===== src/shared/timer_wdt_map.vh =====
// register offsets, field positions, reset values and timing counts of the timer unit
`ifndef TIMER_WDT_MAP_VH
`define TIMER_WDT_MAP_VH

// ---------------------------------------------------------------
// register offsets (byte addresses)
// ---------------------------------------------------------------
`define TW_ADDR_W          8
`define TW_OFS_CTRL0       8'h00
`define TW_OFS_CTRL1       8'h04
`define TW_OFS_CMP0        8'h08
`define TW_OFS_CMP1        8'h0C
`define TW_OFS_CNT0        8'h10
`define TW_OFS_CNT1        8'h14
`define TW_OFS_IRQ_FLAGS   8'h18
`define TW_OFS_WDT_CTRL    8'h1C
`define TW_OFS_STRIDE      8'h04

// ---------------------------------------------------------------
// timer_control fields
// ---------------------------------------------------------------
`define TW_CTRL_RESET      32'h00000005
`define TW_CTRL_COUNT_RUN  30
`define TW_CTRL_IRQ_ENABLE 29
`define TW_CTRL_MODE_HI    28
`define TW_CTRL_MODE_LO    27
`define TW_CTRL_CLEAR      26
`define TW_CTRL_ACTIVE     25
`define TW_CTRL_PRE_HI     7
`define TW_CTRL_PRE_LO     0

`define TW_MODE_ONESHOT    2'h0
`define TW_MODE_PERIODIC   2'h1
`define TW_MODE_TOGGLE     2'h2
`define TW_MODE_FREE       2'h3

// ---------------------------------------------------------------
// watchdog_control fields
// ---------------------------------------------------------------
`define TW_WDT_RESET       32'h00000400
`define TW_WDT_RESTART     0
`define TW_WDT_RST_FLAG    1
`define TW_WDT_TO_FLAG     2
`define TW_WDT_IRQ_EN      3
`define TW_WDT_SEL_LO      4
`define TW_WDT_SEL_HI      5
`define TW_WDT_TEST        6
`define TW_WDT_ON          7
`define TW_WDT_RST_EN      10
`define TW_WDT_RST_EN_INIT 1'h1

// ---------------------------------------------------------------
// watchdog timing, in watchdog clock cycles
// ---------------------------------------------------------------
`define TW_WDT_DELAY_CYC   14'd1024
`define TW_WDT_HOLD_CYC    14'd16128
`define TW_WDT_LOG2_MIN    5'd14
`define TW_WDT_LOG2_STEP   5'd2

`endif


===== src/rtl/timer_channel.v =====
// one timer channel: prescaler, 32-bit counter and mode handling
`timescale 1ns/1ns
`default_nettype none
`include "timer_wdt_map.vh"

module timer_channel (
   input  wire        i_mclk,
   input  wire        i_rst_b,
   input  wire        i_tick,
   input  wire        i_run,
   input  wire        i_clear,
   input  wire [7:0]  i_prescale,
   input  wire [1:0]  i_mode,
   input  wire [31:0] i_compare,
   output reg  [31:0] o_count,
   output wire        o_timeout,
   output wire        o_stop,
   output reg         o_tout
);

   reg  [7:0]  pre_cnt_q;
   wire        pre_wrap = pre_cnt_q >= i_prescale;
   wire        step     = i_run & i_tick & pre_wrap;
   wire [31:0] count_nx = o_count + 32'h00000001;

   // timeout when the counter reaches the compare value
   assign o_timeout = step & (count_nx == i_compare);
   assign o_stop    = o_timeout & (i_mode == `TW_MODE_ONESHOT);

   always @(posedge i_mclk or negedge i_rst_b) begin
      if (!i_rst_b) begin
         pre_cnt_q <= 8'h00;
         o_count   <= 32'h00000000;
         o_tout    <= 1'b0;
      end else if (i_clear) begin
         pre_cnt_q <= 8'h00;
         o_count   <= 32'h00000000;
      end else if (i_run & i_tick) begin
         // divide by prescale + 1
         pre_cnt_q <= pre_wrap ? 8'h00 : pre_cnt_q + 8'h01;
         if (step) begin
            if (o_timeout && i_mode != `TW_MODE_FREE)
               o_count <= 32'h00000000;
            else
               o_count <= count_nx;
            if (o_timeout && i_mode == `TW_MODE_TOGGLE)
               o_tout <= ~o_tout;
         end
      end
   end

endmodule
`default_nettype wire


===== src/rtl/dual_timer_with_watchdog.v =====
// two-channel timer with watchdog behind an APB slave
`timescale 1ns/1ns
`default_nettype none
`include "timer_wdt_map.vh"

// Summary of operation
// - two channels, each an 8-bit prescaler feeding a 32-bit counter with own irq
// - each channel counts edges of its own crystal-derived clock input
// - channel raises interrupt on timeout; count readable while running
// - watchdog runs freely; two-bit select picks 2^14 to 2^20 cycle timeout
// - enable bit starts watchdog counting from a known state
// - restart bit self-clears and restarts the watchdog count from zero
// - every watchdog timeout sets the timeout flag
// - with reset enabled and no restart, reset follows 1024 cycles later
// - watchdog reset sets reset flag and lasts 16128 cycles
// - with irq and reset off, timeouts still set the flag, no reset
// - test mode bit puts the watchdog into test mode
// - prescaler divides the timer clock by prescale value plus one
// - modes: one-shot, periodic, toggle output, free-running compare
// - with irq enabled, channel interrupts when count equals compare
// - counter clear zeroes prescaler and counter and drops count run
module dual_timer_with_watchdog #(
   parameter [13:0] WDT_DELAY_CYC = `TW_WDT_DELAY_CYC,
   parameter [13:0] WDT_HOLD_CYC  = `TW_WDT_HOLD_CYC,
   parameter [4:0]  WDT_LOG2_MIN  = `TW_WDT_LOG2_MIN
) (
   input  wire        i_mclk,
   input  wire        i_rst_b,
   input  wire        i_psel,
   input  wire        i_penable,
   input  wire        i_pwrite,
   input  wire [7:0]  i_paddr,
   input  wire [31:0] i_pwdata,
   output reg  [31:0] o_prdata,
   output wire        o_pready,
   output wire        o_pslverr,
   input  wire        i_timer_clock_in0,
   input  wire        i_timer_clock_in1,
   input  wire        i_wdt_clock_in,
   output wire        o_timer_irq0,
   output wire        o_timer_irq1,
   output wire        o_timer_out0,
   output wire        o_timer_out1,
   output wire        o_wdt_irq,
   output wire        o_wdt_reset
);

   // ---------------------------------------------------------------
   // helpers
   // ---------------------------------------------------------------
   function hit;
      input [7:0] addr;
      input [7:0] ofs;
      begin
         hit = (addr == ofs);
      end
   endfunction

   // interval codes in ascending powers of four
   function [20:0] wdt_interval;
      input [1:0] sel;
      input [4:0] lg_min;
      reg   [4:0] lg;
      begin
         lg = lg_min + `TW_WDT_LOG2_STEP * {3'h0, sel};
         wdt_interval = 21'h000001 << lg;
      end
   endfunction

   localparam [2:0] ST_RUN   = 3'b001;
   localparam [2:0] ST_DELAY = 3'b010;
   localparam [2:0] ST_HOLD  = 3'b100;

   // reset images of the control registers, sliced per field below
   localparam [31:0] CTRL_RST = `TW_CTRL_RESET;
   localparam [31:0] WDT_RST  = `TW_WDT_RESET;

   // ---------------------------------------------------------------
   // pin synchronisers and edge detect
   // ---------------------------------------------------------------
   reg  [2:0] sync1_q;
   reg  [2:0] sync2_q;
   reg  [2:0] sync3_q;
   wire [2:0] rise = sync2_q & ~sync3_q;

   always @(posedge i_mclk or negedge i_rst_b) begin
      if (!i_rst_b) begin
         sync1_q <= 3'h0;
         sync2_q <= 3'h0;
         sync3_q <= 3'h0;
      end else begin
         sync1_q <= {i_wdt_clock_in, i_timer_clock_in1, i_timer_clock_in0};
         sync2_q <= sync1_q;
         sync3_q <= sync2_q;
      end
   end

   // ---------------------------------------------------------------
   // bus decode
   // ---------------------------------------------------------------
   wire wr       = i_psel & i_penable & i_pwrite;
   wire rd_setup = i_psel & ~i_penable & ~i_pwrite;
   wire mapped   = (i_paddr[7:5] == 3'h0) && (i_paddr[1:0] == 2'h0);
   wire [1:0] wr_ctrl = {wr & hit(i_paddr, `TW_OFS_CTRL1), wr & hit(i_paddr, `TW_OFS_CTRL0)};
   wire [1:0] wr_cmp  = {wr & hit(i_paddr, `TW_OFS_CMP1), wr & hit(i_paddr, `TW_OFS_CMP0)};
   wire wr_flags  = wr & hit(i_paddr, `TW_OFS_IRQ_FLAGS);
   wire wr_wdt    = wr & hit(i_paddr, `TW_OFS_WDT_CTRL);

   assign o_pready  = 1'b1;
   assign o_pslverr = i_psel & i_penable & ~mapped;

   // ---------------------------------------------------------------
   // timer channels
   // ---------------------------------------------------------------
   reg  [1:0]  run_q;
   reg  [1:0]  ie_q;
   reg  [3:0]  mode_q;
   reg  [15:0] pre_q;
   reg  [63:0] cmp_q;
   reg  [1:0]  flag_q;
   wire [63:0] count_w;
   wire [1:0]  timeout_w;
   wire [1:0]  stop_w;
   wire [1:0]  tout_w;
   integer     i;

   genvar g;
   generate
      for (g = 0; g < 2; g = g + 1) begin : chan
         timer_channel u_chan (
            .i_mclk     (i_mclk),
            .i_rst_b    (i_rst_b),
            .i_tick     (rise[g]),
            .i_run      (run_q[g]),
            .i_clear    (wr_ctrl[g] & i_pwdata[`TW_CTRL_CLEAR]),
            .i_prescale (pre_q[8*g +: 8]),
            .i_mode     (mode_q[2*g +: 2]),
            .i_compare  (cmp_q[32*g +: 32]),
            .o_count    (count_w[32*g +: 32]),
            .o_timeout  (timeout_w[g]),
            .o_stop     (stop_w[g]),
            .o_tout     (tout_w[g])
         );
      end
   endgenerate

   always @(posedge i_mclk or negedge i_rst_b) begin
      if (!i_rst_b) begin
         run_q  <= {2{CTRL_RST[`TW_CTRL_COUNT_RUN]}};
         ie_q   <= {2{CTRL_RST[`TW_CTRL_IRQ_ENABLE]}};
         mode_q <= {2{CTRL_RST[`TW_CTRL_MODE_HI:`TW_CTRL_MODE_LO]}};
         pre_q  <= {2{CTRL_RST[`TW_CTRL_PRE_HI:`TW_CTRL_PRE_LO]}};
         cmp_q  <= 64'h0000000000000000;
         flag_q <= 2'h0;
      end else begin
         for (i = 0; i < 2; i = i + 1) begin
            if (wr_ctrl[i]) begin
               run_q[i] <= i_pwdata[`TW_CTRL_COUNT_RUN] & ~i_pwdata[`TW_CTRL_CLEAR];
               ie_q[i]  <= i_pwdata[`TW_CTRL_IRQ_ENABLE];
               mode_q[2*i +: 2] <= i_pwdata[`TW_CTRL_MODE_HI:`TW_CTRL_MODE_LO];
               pre_q[8*i +: 8]  <= i_pwdata[`TW_CTRL_PRE_HI:`TW_CTRL_PRE_LO];
            end else if (stop_w[i]) begin
               run_q[i] <= 1'b0;
            end
            if (wr_cmp[i])
               cmp_q[32*i +: 32] <= i_pwdata;
            // a timeout in the clearing cycle wins
            flag_q[i] <= (timeout_w[i] & ie_q[i])
                       | (flag_q[i] & ~(wr_flags & i_pwdata[i]));
         end
      end
   end

   assign o_timer_irq0 = flag_q[0];
   assign o_timer_irq1 = flag_q[1];
   assign o_timer_out0 = tout_w[0];
   assign o_timer_out1 = tout_w[1];

   // ---------------------------------------------------------------
   // watchdog
   // ---------------------------------------------------------------
   reg        wdt_on_q;
   reg        wdt_rst_en_q;
   reg        wdt_ie_q;
   reg        wdt_test_q;
   reg [1:0]  wdt_sel_q;
   reg        wdt_tof_q;
   reg        wdt_rsf_q;
   reg [20:0] wdt_cnt_q;
   reg [13:0] wdt_dly_q;
   reg [2:0]  wdt_st_q;

   // test mode counts on every system clock instead of watchdog clock edges
   wire        wdt_tick    = wdt_test_q | rise[2];
   wire        wdt_restart = wr_wdt & i_pwdata[`TW_WDT_RESTART];
   wire        wdt_hold    = wdt_restart | ~wdt_on_q;
   wire [20:0] wdt_last    = wdt_interval(wdt_sel_q, WDT_LOG2_MIN) - 21'h000001;
   wire        wdt_expire  = (wdt_st_q == ST_RUN) & ~wdt_hold & wdt_tick
                             & (wdt_cnt_q == wdt_last);
   wire        wdt_fire    = (wdt_st_q == ST_DELAY) & ~wdt_hold & wdt_tick
                             & (wdt_dly_q == WDT_DELAY_CYC - 14'h0001);

   always @(posedge i_mclk or negedge i_rst_b) begin
      if (!i_rst_b) begin
         wdt_on_q     <= WDT_RST[`TW_WDT_ON];
         wdt_rst_en_q <= `TW_WDT_RST_EN_INIT;
         wdt_ie_q     <= WDT_RST[`TW_WDT_IRQ_EN];
         wdt_test_q   <= WDT_RST[`TW_WDT_TEST];
         wdt_sel_q    <= WDT_RST[`TW_WDT_SEL_HI:`TW_WDT_SEL_LO];
         wdt_tof_q    <= 1'b0;
         wdt_rsf_q    <= 1'b0;
      end else begin
         if (wr_wdt) begin
            wdt_on_q     <= i_pwdata[`TW_WDT_ON];
            wdt_rst_en_q <= i_pwdata[`TW_WDT_RST_EN];
            wdt_ie_q     <= i_pwdata[`TW_WDT_IRQ_EN];
            wdt_test_q   <= i_pwdata[`TW_WDT_TEST];
            wdt_sel_q    <= i_pwdata[`TW_WDT_SEL_HI:`TW_WDT_SEL_LO];
         end
         // sticky flags, write one clears, a new event wins
         wdt_tof_q <= wdt_expire
                    | (wdt_tof_q & ~(wr_wdt & i_pwdata[`TW_WDT_TO_FLAG]));
         wdt_rsf_q <= wdt_fire
                    | (wdt_rsf_q & ~(wr_wdt & i_pwdata[`TW_WDT_RST_FLAG]));
      end
   end

   always @(posedge i_mclk or negedge i_rst_b) begin
      if (!i_rst_b) begin
         wdt_cnt_q <= 21'h000000;
         wdt_dly_q <= 14'h0000;
         wdt_st_q  <= ST_RUN;
      end else begin
         case (wdt_st_q)
            ST_RUN: begin
               if (wdt_hold) begin
                  wdt_cnt_q <= 21'h000000;
               end else if (wdt_expire) begin
                  wdt_cnt_q <= 21'h000000;
                  if (wdt_rst_en_q) begin
                     wdt_dly_q <= 14'h0000;
                     wdt_st_q  <= ST_DELAY;
                  end
               end else if (wdt_tick) begin
                  wdt_cnt_q <= wdt_cnt_q + 21'h000001;
               end
            end
            ST_DELAY: begin
               if (wdt_hold) begin
                  wdt_cnt_q <= 21'h000000;
                  wdt_st_q  <= ST_RUN;
               end else if (wdt_fire) begin
                  wdt_dly_q <= 14'h0000;
                  wdt_st_q  <= ST_HOLD;
               end else if (wdt_tick) begin
                  wdt_dly_q <= wdt_dly_q + 14'h0001;
               end
            end
            ST_HOLD: begin
               if (wdt_tick) begin
                  if (wdt_dly_q == WDT_HOLD_CYC - 14'h0001) begin
                     wdt_cnt_q <= 21'h000000;
                     wdt_st_q  <= ST_RUN;
                  end else begin
                     wdt_dly_q <= wdt_dly_q + 14'h0001;
                  end
               end
            end
            default: begin
               wdt_st_q <= ST_RUN;
            end
         endcase
      end
   end

   assign o_wdt_reset = wdt_st_q[2];
   assign o_wdt_irq   = wdt_tof_q & wdt_ie_q;

   // ---------------------------------------------------------------
   // read data, captured in the setup phase
   // ---------------------------------------------------------------
   reg [31:0] rd_mux;
   wire       rd_ch = (i_paddr == `TW_OFS_CTRL1);

   always @* begin
      rd_mux = 32'h00000000;
      case (i_paddr)
         `TW_OFS_CTRL0, `TW_OFS_CTRL1: begin
            rd_mux[`TW_CTRL_COUNT_RUN] = run_q[rd_ch];
            rd_mux[`TW_CTRL_IRQ_ENABLE] = ie_q[rd_ch];
            rd_mux[`TW_CTRL_MODE_HI:`TW_CTRL_MODE_LO] = mode_q[2*rd_ch +: 2];
            rd_mux[`TW_CTRL_ACTIVE] = run_q[rd_ch];
            rd_mux[`TW_CTRL_PRE_HI:`TW_CTRL_PRE_LO] = pre_q[8*rd_ch +: 8];
         end
         `TW_OFS_CMP0:      rd_mux = cmp_q[31:0];
         `TW_OFS_CMP1:      rd_mux = cmp_q[63:32];
         `TW_OFS_CNT0:      rd_mux = count_w[31:0];
         `TW_OFS_CNT1:      rd_mux = count_w[63:32];
         `TW_OFS_IRQ_FLAGS: rd_mux = {30'h00000000, flag_q};
         `TW_OFS_WDT_CTRL: begin
            rd_mux[`TW_WDT_ON]     = wdt_on_q;
            rd_mux[`TW_WDT_RST_EN] = wdt_rst_en_q;
            rd_mux[`TW_WDT_IRQ_EN] = wdt_ie_q;
            rd_mux[`TW_WDT_TEST]   = wdt_test_q;
            rd_mux[`TW_WDT_SEL_HI:`TW_WDT_SEL_LO] = wdt_sel_q;
            rd_mux[`TW_WDT_TO_FLAG]  = wdt_tof_q;
            rd_mux[`TW_WDT_RST_FLAG] = wdt_rsf_q;
         end
         default: rd_mux = 32'h00000000;
      endcase
   end

   always @(posedge i_mclk or negedge i_rst_b) begin
      if (!i_rst_b)
         o_prdata <= 32'h00000000;
      else if (rd_setup)
         o_prdata <= rd_mux;
   end

endmodule
`default_nettype wire


===== config.mk =====
export PLATFORM = sky130hd
export DESIGN_NAME = dual_timer_with_watchdog
export DESIGN_NICKNAME = d
export VERILOG_FILES = /design/src/rtl/timer_channel.v /design/src/rtl/dual_timer_with_watchdog.v
export VERILOG_INCLUDE_DIRS = /design/src /design/src/shared
export SDC_FILE = /design/constraint.sdc
export NUM_CORES = 1
export LEC_CHECK = 0
export BUFFER_PORTS_ARGS = -buffer_cell sky130_fd_sc_hd__buf_4
export CORE_MARGIN = 1
export CORE_UTILIZATION = 65
export CTS_CLUSTER_DIAMETER = 120
export CTS_CLUSTER_SIZE = 24
export DETAILED_ROUTE_END_ITERATION = 10
export PLACE_DENSITY = 0.84
export SLEW_MARGIN = 15
export SYNTH_ARGS = -nofsm -noshare
export SYNTH_HDL_FRONTEND = slang
export SYNTH_SLANG_ARGS = --single-unit

===== constraint.sdc =====
create_clock -name i_mclk -period 9.1 [get_ports i_mclk]
set_input_delay 2.73 -clock i_mclk [delete_from_list [all_inputs] [get_ports i_mclk]]
set_output_delay 2.73 -clock i_mclk [all_outputs]
set_load 0.02 [all_outputs]

==> results of run 1 <==
[sequential cells by signal, summed over array words and instances, names as in the netlist, 4 cells and up]
name                   cells
chan.u_chan.o_count       64
cmp_q                     64
o_prdata                  32
wdt_cnt_q                 21
chan.u_chan.pre_cnt_q     16
pre_q                     16
wdt_dly_q                 14
mode_q                     4
[area by class of cell]
cell class                      count  area share [%]
Clock buffer                       23            2.40
Clock inverter                      1           0.178
Inverter                           46            1.02
Multi-Input combinational cell   1253            51.1
Sequential cell                   259            38.4
Tap cell                          319            2.36
Timing Repair Buffer              100            4.49
[worst max-delay path by stage]
stage	from	to	depth (start not counted)
after floorplan	i_paddr[1]	o_pslverr	4
after global placement	i_paddr[1]	o_pslverr	5
after detailed placement	i_paddr[1]	o_pslverr	5
after CTS	i_paddr[1]	o_pslverr	5
after global routing	i_paddr[1]	o_pslverr	5
final	i_paddr[1]	o_pslverr	5
[power by group through the flow]
stage / registers (mW) / logic (mW) / clock network [mW]
finish: 1.23 / 0.237 / 0.730
global route: 1.24 / 0.261 / 0.775
CTS: 1.23 / 0.234 / 0.738
detailed placement: 1.25 / 0.233 / 0
global placement: 1.25 / 0.226 / 0
floorplan: 1.23 / 0.162 / 0
[per-layer routing]
layer	vias up	GRT usage [%]	wire length (um)
met4	0	19.2	2420
met1	6685	51.0	18400
met2	739	59.8	21100
met5	-	0	0
met3	140	4.52	3660
li1	6064	-	-
[cell usage in the layout (no fill, tap or decap), drive strengths merged, types with 20 or more instances in the layout]
cell	n
nand3	76
nor2	162
inv	45
o21ai	100
ha	25
a221oi	39
buf	100
dfrtp	253
nor4	31
nand2	129
xnor2	79
a22o	28
clkbuf	23
mux2i	24
and3	33
mux2	101
nand2b	20
nand4	47
a21oi	37
nor3	48
xor2	59
[metrics by stage]
step	instances	worst slack, ns
global placement	1977	2.37
CTS	2001	2.26
floorplan	1661	2.72
detailed placement	1977	2.28
finish	2001	2.22
global route	2001	2.13
[cell families (layout without fill, tap and decap cells)]
| logic type | after synthesis | count (layout) |
|---|---|---|
| AND/OR/NAND/NOR | 641 | 641 |
| AO/OA/AOI/OAI | 316 | 316 |
| flip-flops | 259 | 259 |
| buffers and inverters | 149 | 170 |
| XOR/XNOR | 138 | 138 |
| multiplexers | 128 | 128 |
| adder cells (fa/ha/maj) | 25 | 25 |
| other | 1 | 5 |
==> impl_metrics.json, run 1 <==
{
  "critPathLaunchType": "input pin",
  "multi_input_area_um2": 8640,
  "placeableCoreArea_um2": 23600,
  "power_switching_mw": 0.586,
  "skew_ns": 0.0242,
  "end_kind": "output port",
  "first_iter_violations": 1452,
  "slew_violations": 0,
  "cts.sinks": 259,
  "p_leak_nw": 7.35,
  "rsz0062_at_grt": "false",
  "cts_setup_buffers": 0,
  "crit_family": "simple AND/OR/NAND/NOR gates",
  "path_cells": "buf_4 -> nor4_1 -> nand2b_1 -> and3_1 -> buf_4",
  "yosysTopAreaCellShare_pct": 40.1,
  "regArea_um2": 6490,
  "drive_gt1_share_pct": 17.4,
  "power_frac_comb_pct": 10.8,
  "synthMuxAreaShare_pct": 9.16,
  "design_area_um2": 16900,
  "path_max_fanout": 9,
  "holdBufCountCts": 0,
  "yosysUniqueCellTypes": 94,
  "antenna_left": 0,
  "synth_flop_cell": "dfrtp_1",
  "syn_inst": 1657,
  "synth-seq-cells": 259,
  "finalSetupTns_ns": 0,
  "synthAdderAreaFrac_pct": 1.98,
  "wl_per_cell_um": 22.8,
  "numPortBuffers": 86,
  "crit_type": "input pin to output port",
  "yosysMostFrequentCell": "dfrtp_1",
  "die_w_um": 158,
  "slew_headroom_pct": 28.5,
  "slowest_stage": "nor4_1",
  "synth_compound_area_share_pct": 14.1,
  "synth_seq_area_share_pct": 41.1,
  "max_slew.worst_pin.slew_ns": 1.07,
  "post_drt_via_cell_ratio": 6.81,
  "drtPass1Iterations": 6,
  "synth_edf_count": 0,
  "gp_congestion": 0.968,
  "worst-endpoint-required_ns": 6.37,
  "yosys_warnings": 0,
  "cpMostUsedCell": "buf_4",
  "hold_path_startpoint": "sync1_q[1]",
  "grt_pass1_vias": 13027,
  "max_freq_mhz": 145,
  "rr_endpoint": "chan[1].u_chan.o_count[25]",
  "cts_resized": 0,
  "power_density_nw_per_um2": 130,
  "yosys-top-cells-area": "dfrtp_1, mux2_2, xnor2_1",
  "hold_slack_ns": 0.359,
  "cts_buffers": 14,
  "reg2reg_depth": 10,
  "drcViolationCount": 0,
  "holdPathEnd": "sync2_q[1]",
  "whs_path_depth": 0,
  "swShare_pct": 26.7,
  "placed_area_um2": 16500,
  "clk_pin_slew_ns": 0.10,
  "io_pins": 88,
  "reg2reg_slack_ns": 4.64,
  "avgSynthCellArea_um2": 9.52,
  "yosysTopAreaCell": "dfrtp_1",
  "p_seq_share_pct": 56.0,
  "clk_latency_ns": 0.51,
  "finalCriticalPeriod_ns": 6.88,
  "p_total_mw": 2.20,
  "arrival_ns": 4.15,
  "start_util_pct": 66.8,
  "grt_usage_pct": 37.7,
  "synthSimpleGateAreaFrac_pct": 21.5,
  "cap_viol_max_count": 0,
  "hold_viol": 0,
  "clockBufferDepth": 3,
  "syn_area_um2": 15800,
  "nFillCells": 1789,
  "internal_power_mw": 1.61,
  "synth_commonest_cells": "dfrtp_1, nor2_1, nand2_1, mux2_2, o21ai_0",
  "htree_num_levels": 1,
  "rr_startpoint": "chan[1].u_chan.o_count[1]",
  "fin_crit_sh_pct": 75.6,
  "antenna_found_initial": 1,
  "wirelength_um": 45600,
  "peakVddDrop_v": 0.000126,
  "status": "completed",
  "rows": 56,
  "die_y_um": 158,
  "crit_buf_inv": 2,
  "hpwl_um": 33000,
  "area_growth_pct": 7.08,
  "synth_xor_area_share_pct": 7.66,
  "dieArea_um2": 24900,
  "crit_path_max_incr_delay_ns": 0.48,
  "final_util_pct": 71.5,
  "min_path_type": "flip-flop to flip-flop",
  "fin_nets": 1747,
  "ctsRootBufferMaster": "clkbuf_16",
  "n_antenna_cell": 0,
  "gr-total-overflow": 0,
  "p_clk_share_pct": 33.2,
  "cts_tree": "done",
  "grt_pass1_wl_um": 72100,
  "async_flop_share_pct": 100,
  "vias": 13628,
  "synth_top_family_by_area": "simple AND/OR/NAND/NOR gates",
  "grt_start_max_net_pins": 132,
  "setup_viol": 0
}
No activity file was read; power rests on OpenSTA's default activity.
==> inputs of run 2 (changes only) <==
--- a/config.mk
+++ b/config.mk
@@ -6,13 +6,14 @@
 export SDC_FILE = /design/constraint.sdc
 export NUM_CORES = 1
 export LEC_CHECK = 0
+export ABC_AREA = 1
 export BUFFER_PORTS_ARGS = -buffer_cell sky130_fd_sc_hd__buf_4
 export CORE_MARGIN = 1
-export CORE_UTILIZATION = 65
+export CORE_UTILIZATION = 56
 export CTS_CLUSTER_DIAMETER = 120
 export CTS_CLUSTER_SIZE = 24
 export DETAILED_ROUTE_END_ITERATION = 10
-export PLACE_DENSITY = 0.84
+export PLACE_DENSITY = 0.77
 export SLEW_MARGIN = 15
 export SYNTH_ARGS = -nofsm -noshare
 export SYNTH_HDL_FRONTEND = slang
==> constraint.sdc (replaced) <==
create_clock -name i_mclk -period 5.9 [get_ports i_mclk]
set_input_delay 1.77 -clock i_mclk [delete_from_list [all_inputs] [get_ports i_mclk]]
set_output_delay 1.77 -clock i_mclk [all_outputs]
set_load 0.02 [all_outputs]
==> run 2 against run 1 <==
Effect of this change: cell area grew 4.9%; non-clock buffer count grew 1; die area grew 20%; via count grew 21%; synthesized cell count grew 43%; total power grew 47%; setup slack lost 0.69 ns; clock power grew 52%; first-iteration DRC count grew 29%; sequential cell count is the same; clock-buffer cell count shrank 6; clock skew grew 0.018 ns; largest power group unchanged.
==> impl_metrics.json, run 2 <==
{
  "status": "completed",
  "max_freq_mhz": 229,
  "cts_tree": "done",
  "yosysTopAreaCellShare_pct": 38.8,
  "path_max_fanout": 30,
  "finalSetupTns_ns": 0,
  "critPathLaunchType": "input pin",
  "grt_usage_pct": 34.8,
  "nFillCells": 2669,
  "grt_pass1_vias": 15246,
  "fin_crit_sh_pct": 74.2,
  "synthSimpleGateAreaFrac_pct": 34.6,
  "gr-total-overflow": 0,
  "die_w_um": 173,
  "yosysUniqueCellTypes": 56,
  "rows": 62,
  "clk_latency_ns": 0.53,
  "placeableCoreArea_um2": 28700,
  "drtPass1Iterations": 6,
  "io_pins": 88,
  "peakVddDrop_v": 0.000206,
  "worst-endpoint-required_ns": 6.23,
  "setup_slack_ns": 1.52,
  "synth_top_family_by_area": "simple AND/OR/NAND/NOR gates",
  "ctsRootBufferMaster": "clkbuf_16",
  "grt_start_max_net_pins": 120,
  "cts_setup_buffers": 0,
  "post_drt_via_cell_ratio": 5.82,
  "preCtsSetupSlack_ns": 1.12,
  "async_flop_share_pct": 100,
  "startpoint": "i_paddr[1]",
  "wirelength_um": 52000,
  "fin_nets": 2509,
  "synth_xor_area_share_pct": 2.18,
  "synth-seq-cells": 259,
  "clk_pin_slew_ns": 0.10,
  "placed_area_um2": 17300,
  "final_util_pct": 61.7,
  "dieArea_um2": 29800,
  "synth_compound_area_share_pct": 12.7,
  "start_util_pct": 56.9,
  "yosysTopAreaCell": "dfrtp_1",
  "finalCriticalPeriod_ns": 4.38,
  "yosys_warnings": 0,
  "hold_path_startpoint": "sync1_q[1]",
  "grt_pass1_wl_um": 82400,
  "end_kind": "flip-flop",
  "rr_startpoint": "chan[1].u_chan.o_count[1]",
  "holdBufCountCts": 0,
  "whs_path_depth": 0,
  "cap_viol_max_count": 0,
  "area_growth_pct": 8.56,
  "htree_num_levels": 1,
  "reg2reg_depth": 14,
  "arrival_ns": 4.71,
  "syn_inst": 2374,
  "design_area_um2": 17700,
  "reg2reg_slack_ns": 2.34,
  "synth_seq_area_share_pct": 39.7,
  "reg_top3": "chan.u_chan.o_count: 64 flops, cmp_q: 64 flops, o_prdata: 32 flops",
  "synth_commonest_cells": "nand2_1, inv_1, dfrtp_1, nor2_1, o21ai_0",
  "yosys-top-cells-area": "dfrtp_1, nand2_1, inv_1",
  "slew_violations": 0,
  "wl_per_cell_um": 18.4,
  "antenna_left": 0,
  "drcViolationCount": 0,
  "final_cell_mix": "nand2_1, inv_1, dfrtp_1",
  "cts_resized": 0,
  "avgSynthCellArea_um2": 6.88,
  "rr_endpoint": "chan[1].u_chan.o_count[21]",
  "slew_headroom_pct": 25.1,
  "hpwl_um": 38900,
  "synth_flop_cell": "dfrtp_1",
  "skew_ns": 0.0420,
  "setup_viol": 0,
  "syn_area_um2": 16300,
  "crit_type": "input pin to flip-flop",
  "die_y_um": 173,
  "clockBufferDepth": 3,
  "hold_viol": 0,
  "n_antenna_cell": 0,
  "max_slew.worst_pin.slew_ns": 1.12,
  "yosysMostFrequentCell": "nand2_1",
  "p_leak_nw": 9.22,
  "holdPathEnd": "sync2_q[1]",
  "cts_buffers": 14,
  "first_iter_violations": 1871,
  "synth_edf_count": 0,
  "cts.sinks": 259,
  "power_density_nw_per_um2": 182,
  "rsz0062_at_grt": "false",
  "antenna_found_initial": 0,
  "drive_gt1_share_pct": 7.67,
  "synthMuxAreaShare_pct": 0,
  "layout_commonest_cell": "nand2_1",
  "numPortBuffers": 86,
  "gp_congestion": 1.00,
  "min_path_type": "flip-flop to flip-flop",
  "synthAdderAreaFrac_pct": 1.92,
  "vias": 16430
}
## run 2: cell types whose count changed in the layout (fill, tap and decap cells not counted), moves of 78 or more
| cell | delta |
|---|---|
| inv_1 | +252 |
| nand2_1 | +669 |
| mux2_2 | -101 |
| o21ai_0 | +79 |
| nand3_1 | +92 |
| nor2_1 | +78 |
## run 2: metal layers
layer / vias up / global-route usage (%) / wire, um
met3: 149 / 5.28 / 4710
met5: - / 0 / 0
met1: 7675 / 48.2 / 21700
met4: 0 / 15.8 / 2620
met2: 842 / 54.0 / 23000
li1: 7764 / - / -
## run 2: report_power, final
part           switching (mW)  internal (mW)  leakage (nW)
clock                   0.622          0.488         0.197
combinational           0.195         0.0879          5.90
sequential             0.0330           1.80          3.12
total                   0.850           2.38          9.22
## run 2: layout make-up
class | instances | area (um2) | area share, %
Sequential cell | 259 | 6490 | 36.6
Multi-Input combinational cell | 1754 | 8420 | 47.5
Tap cell | 384 | 480 | 2.71
Clock buffer | 17 | 362 | 2.04
Timing Repair Buffer | 101 | 778 | 4.39
Clock inverter | 2 | 46.3 | 0.261
Inverter | 306 | 1150 | 6.48
## run 2: worst max-delay path, cell delays in order
cell,delay (ns)
buf_4,0.11
nor2_2,0.15
nand2_1,0.11
nor4_2,0.44
inv_2,0.19
nor2_4,0.43
nand2_1,0.25
inv_1,0.12
nor2_1,0.08
inv_1,0.81
o21ai_0,0.21
## run 2: worst max-delay path by stage
stage,endpoint,slack (ns),cells past startpoint
2_1_floorplan,o_pslverr,1.94,6
3_3_place_gp,chan[0].u_chan.o_count[16],1.32,11
3_5_place_dp,chan[0].u_chan.o_count[17],1.12,11
4_1_cts,chan[0].u_chan.o_count[20],1.63,11
5_1_grt,chan[0].u_chan.o_count[12],1.26,11
6_report,chan[0].u_chan.o_count[20],1.52,11
## run 2: cell families (layout without fill, tap and decap cells)
| kind of cell | after synthesis | after routing |
|---|---|---|
| simple gates | 1321 | 1321 |
| fa+ha+maj | 25 | 25 |
| compound gates | 364 | 364 |
| other cells | 1 | 5 |
| buf+inv | 365 | 426 |
| flops | 259 | 259 |
| xor+xnor | 39 | 39 |
## run 2: through the flow
stage	instances	hold slack, ns	total power, mW
floorplan	2378	0.331	2.00
global placement	2804	0.333	2.14
detailed placement	2804	0.335	2.15
CTS	2823	0.357	3.24
global route	2823	0.365	3.33
finish	2823	0.357	3.23
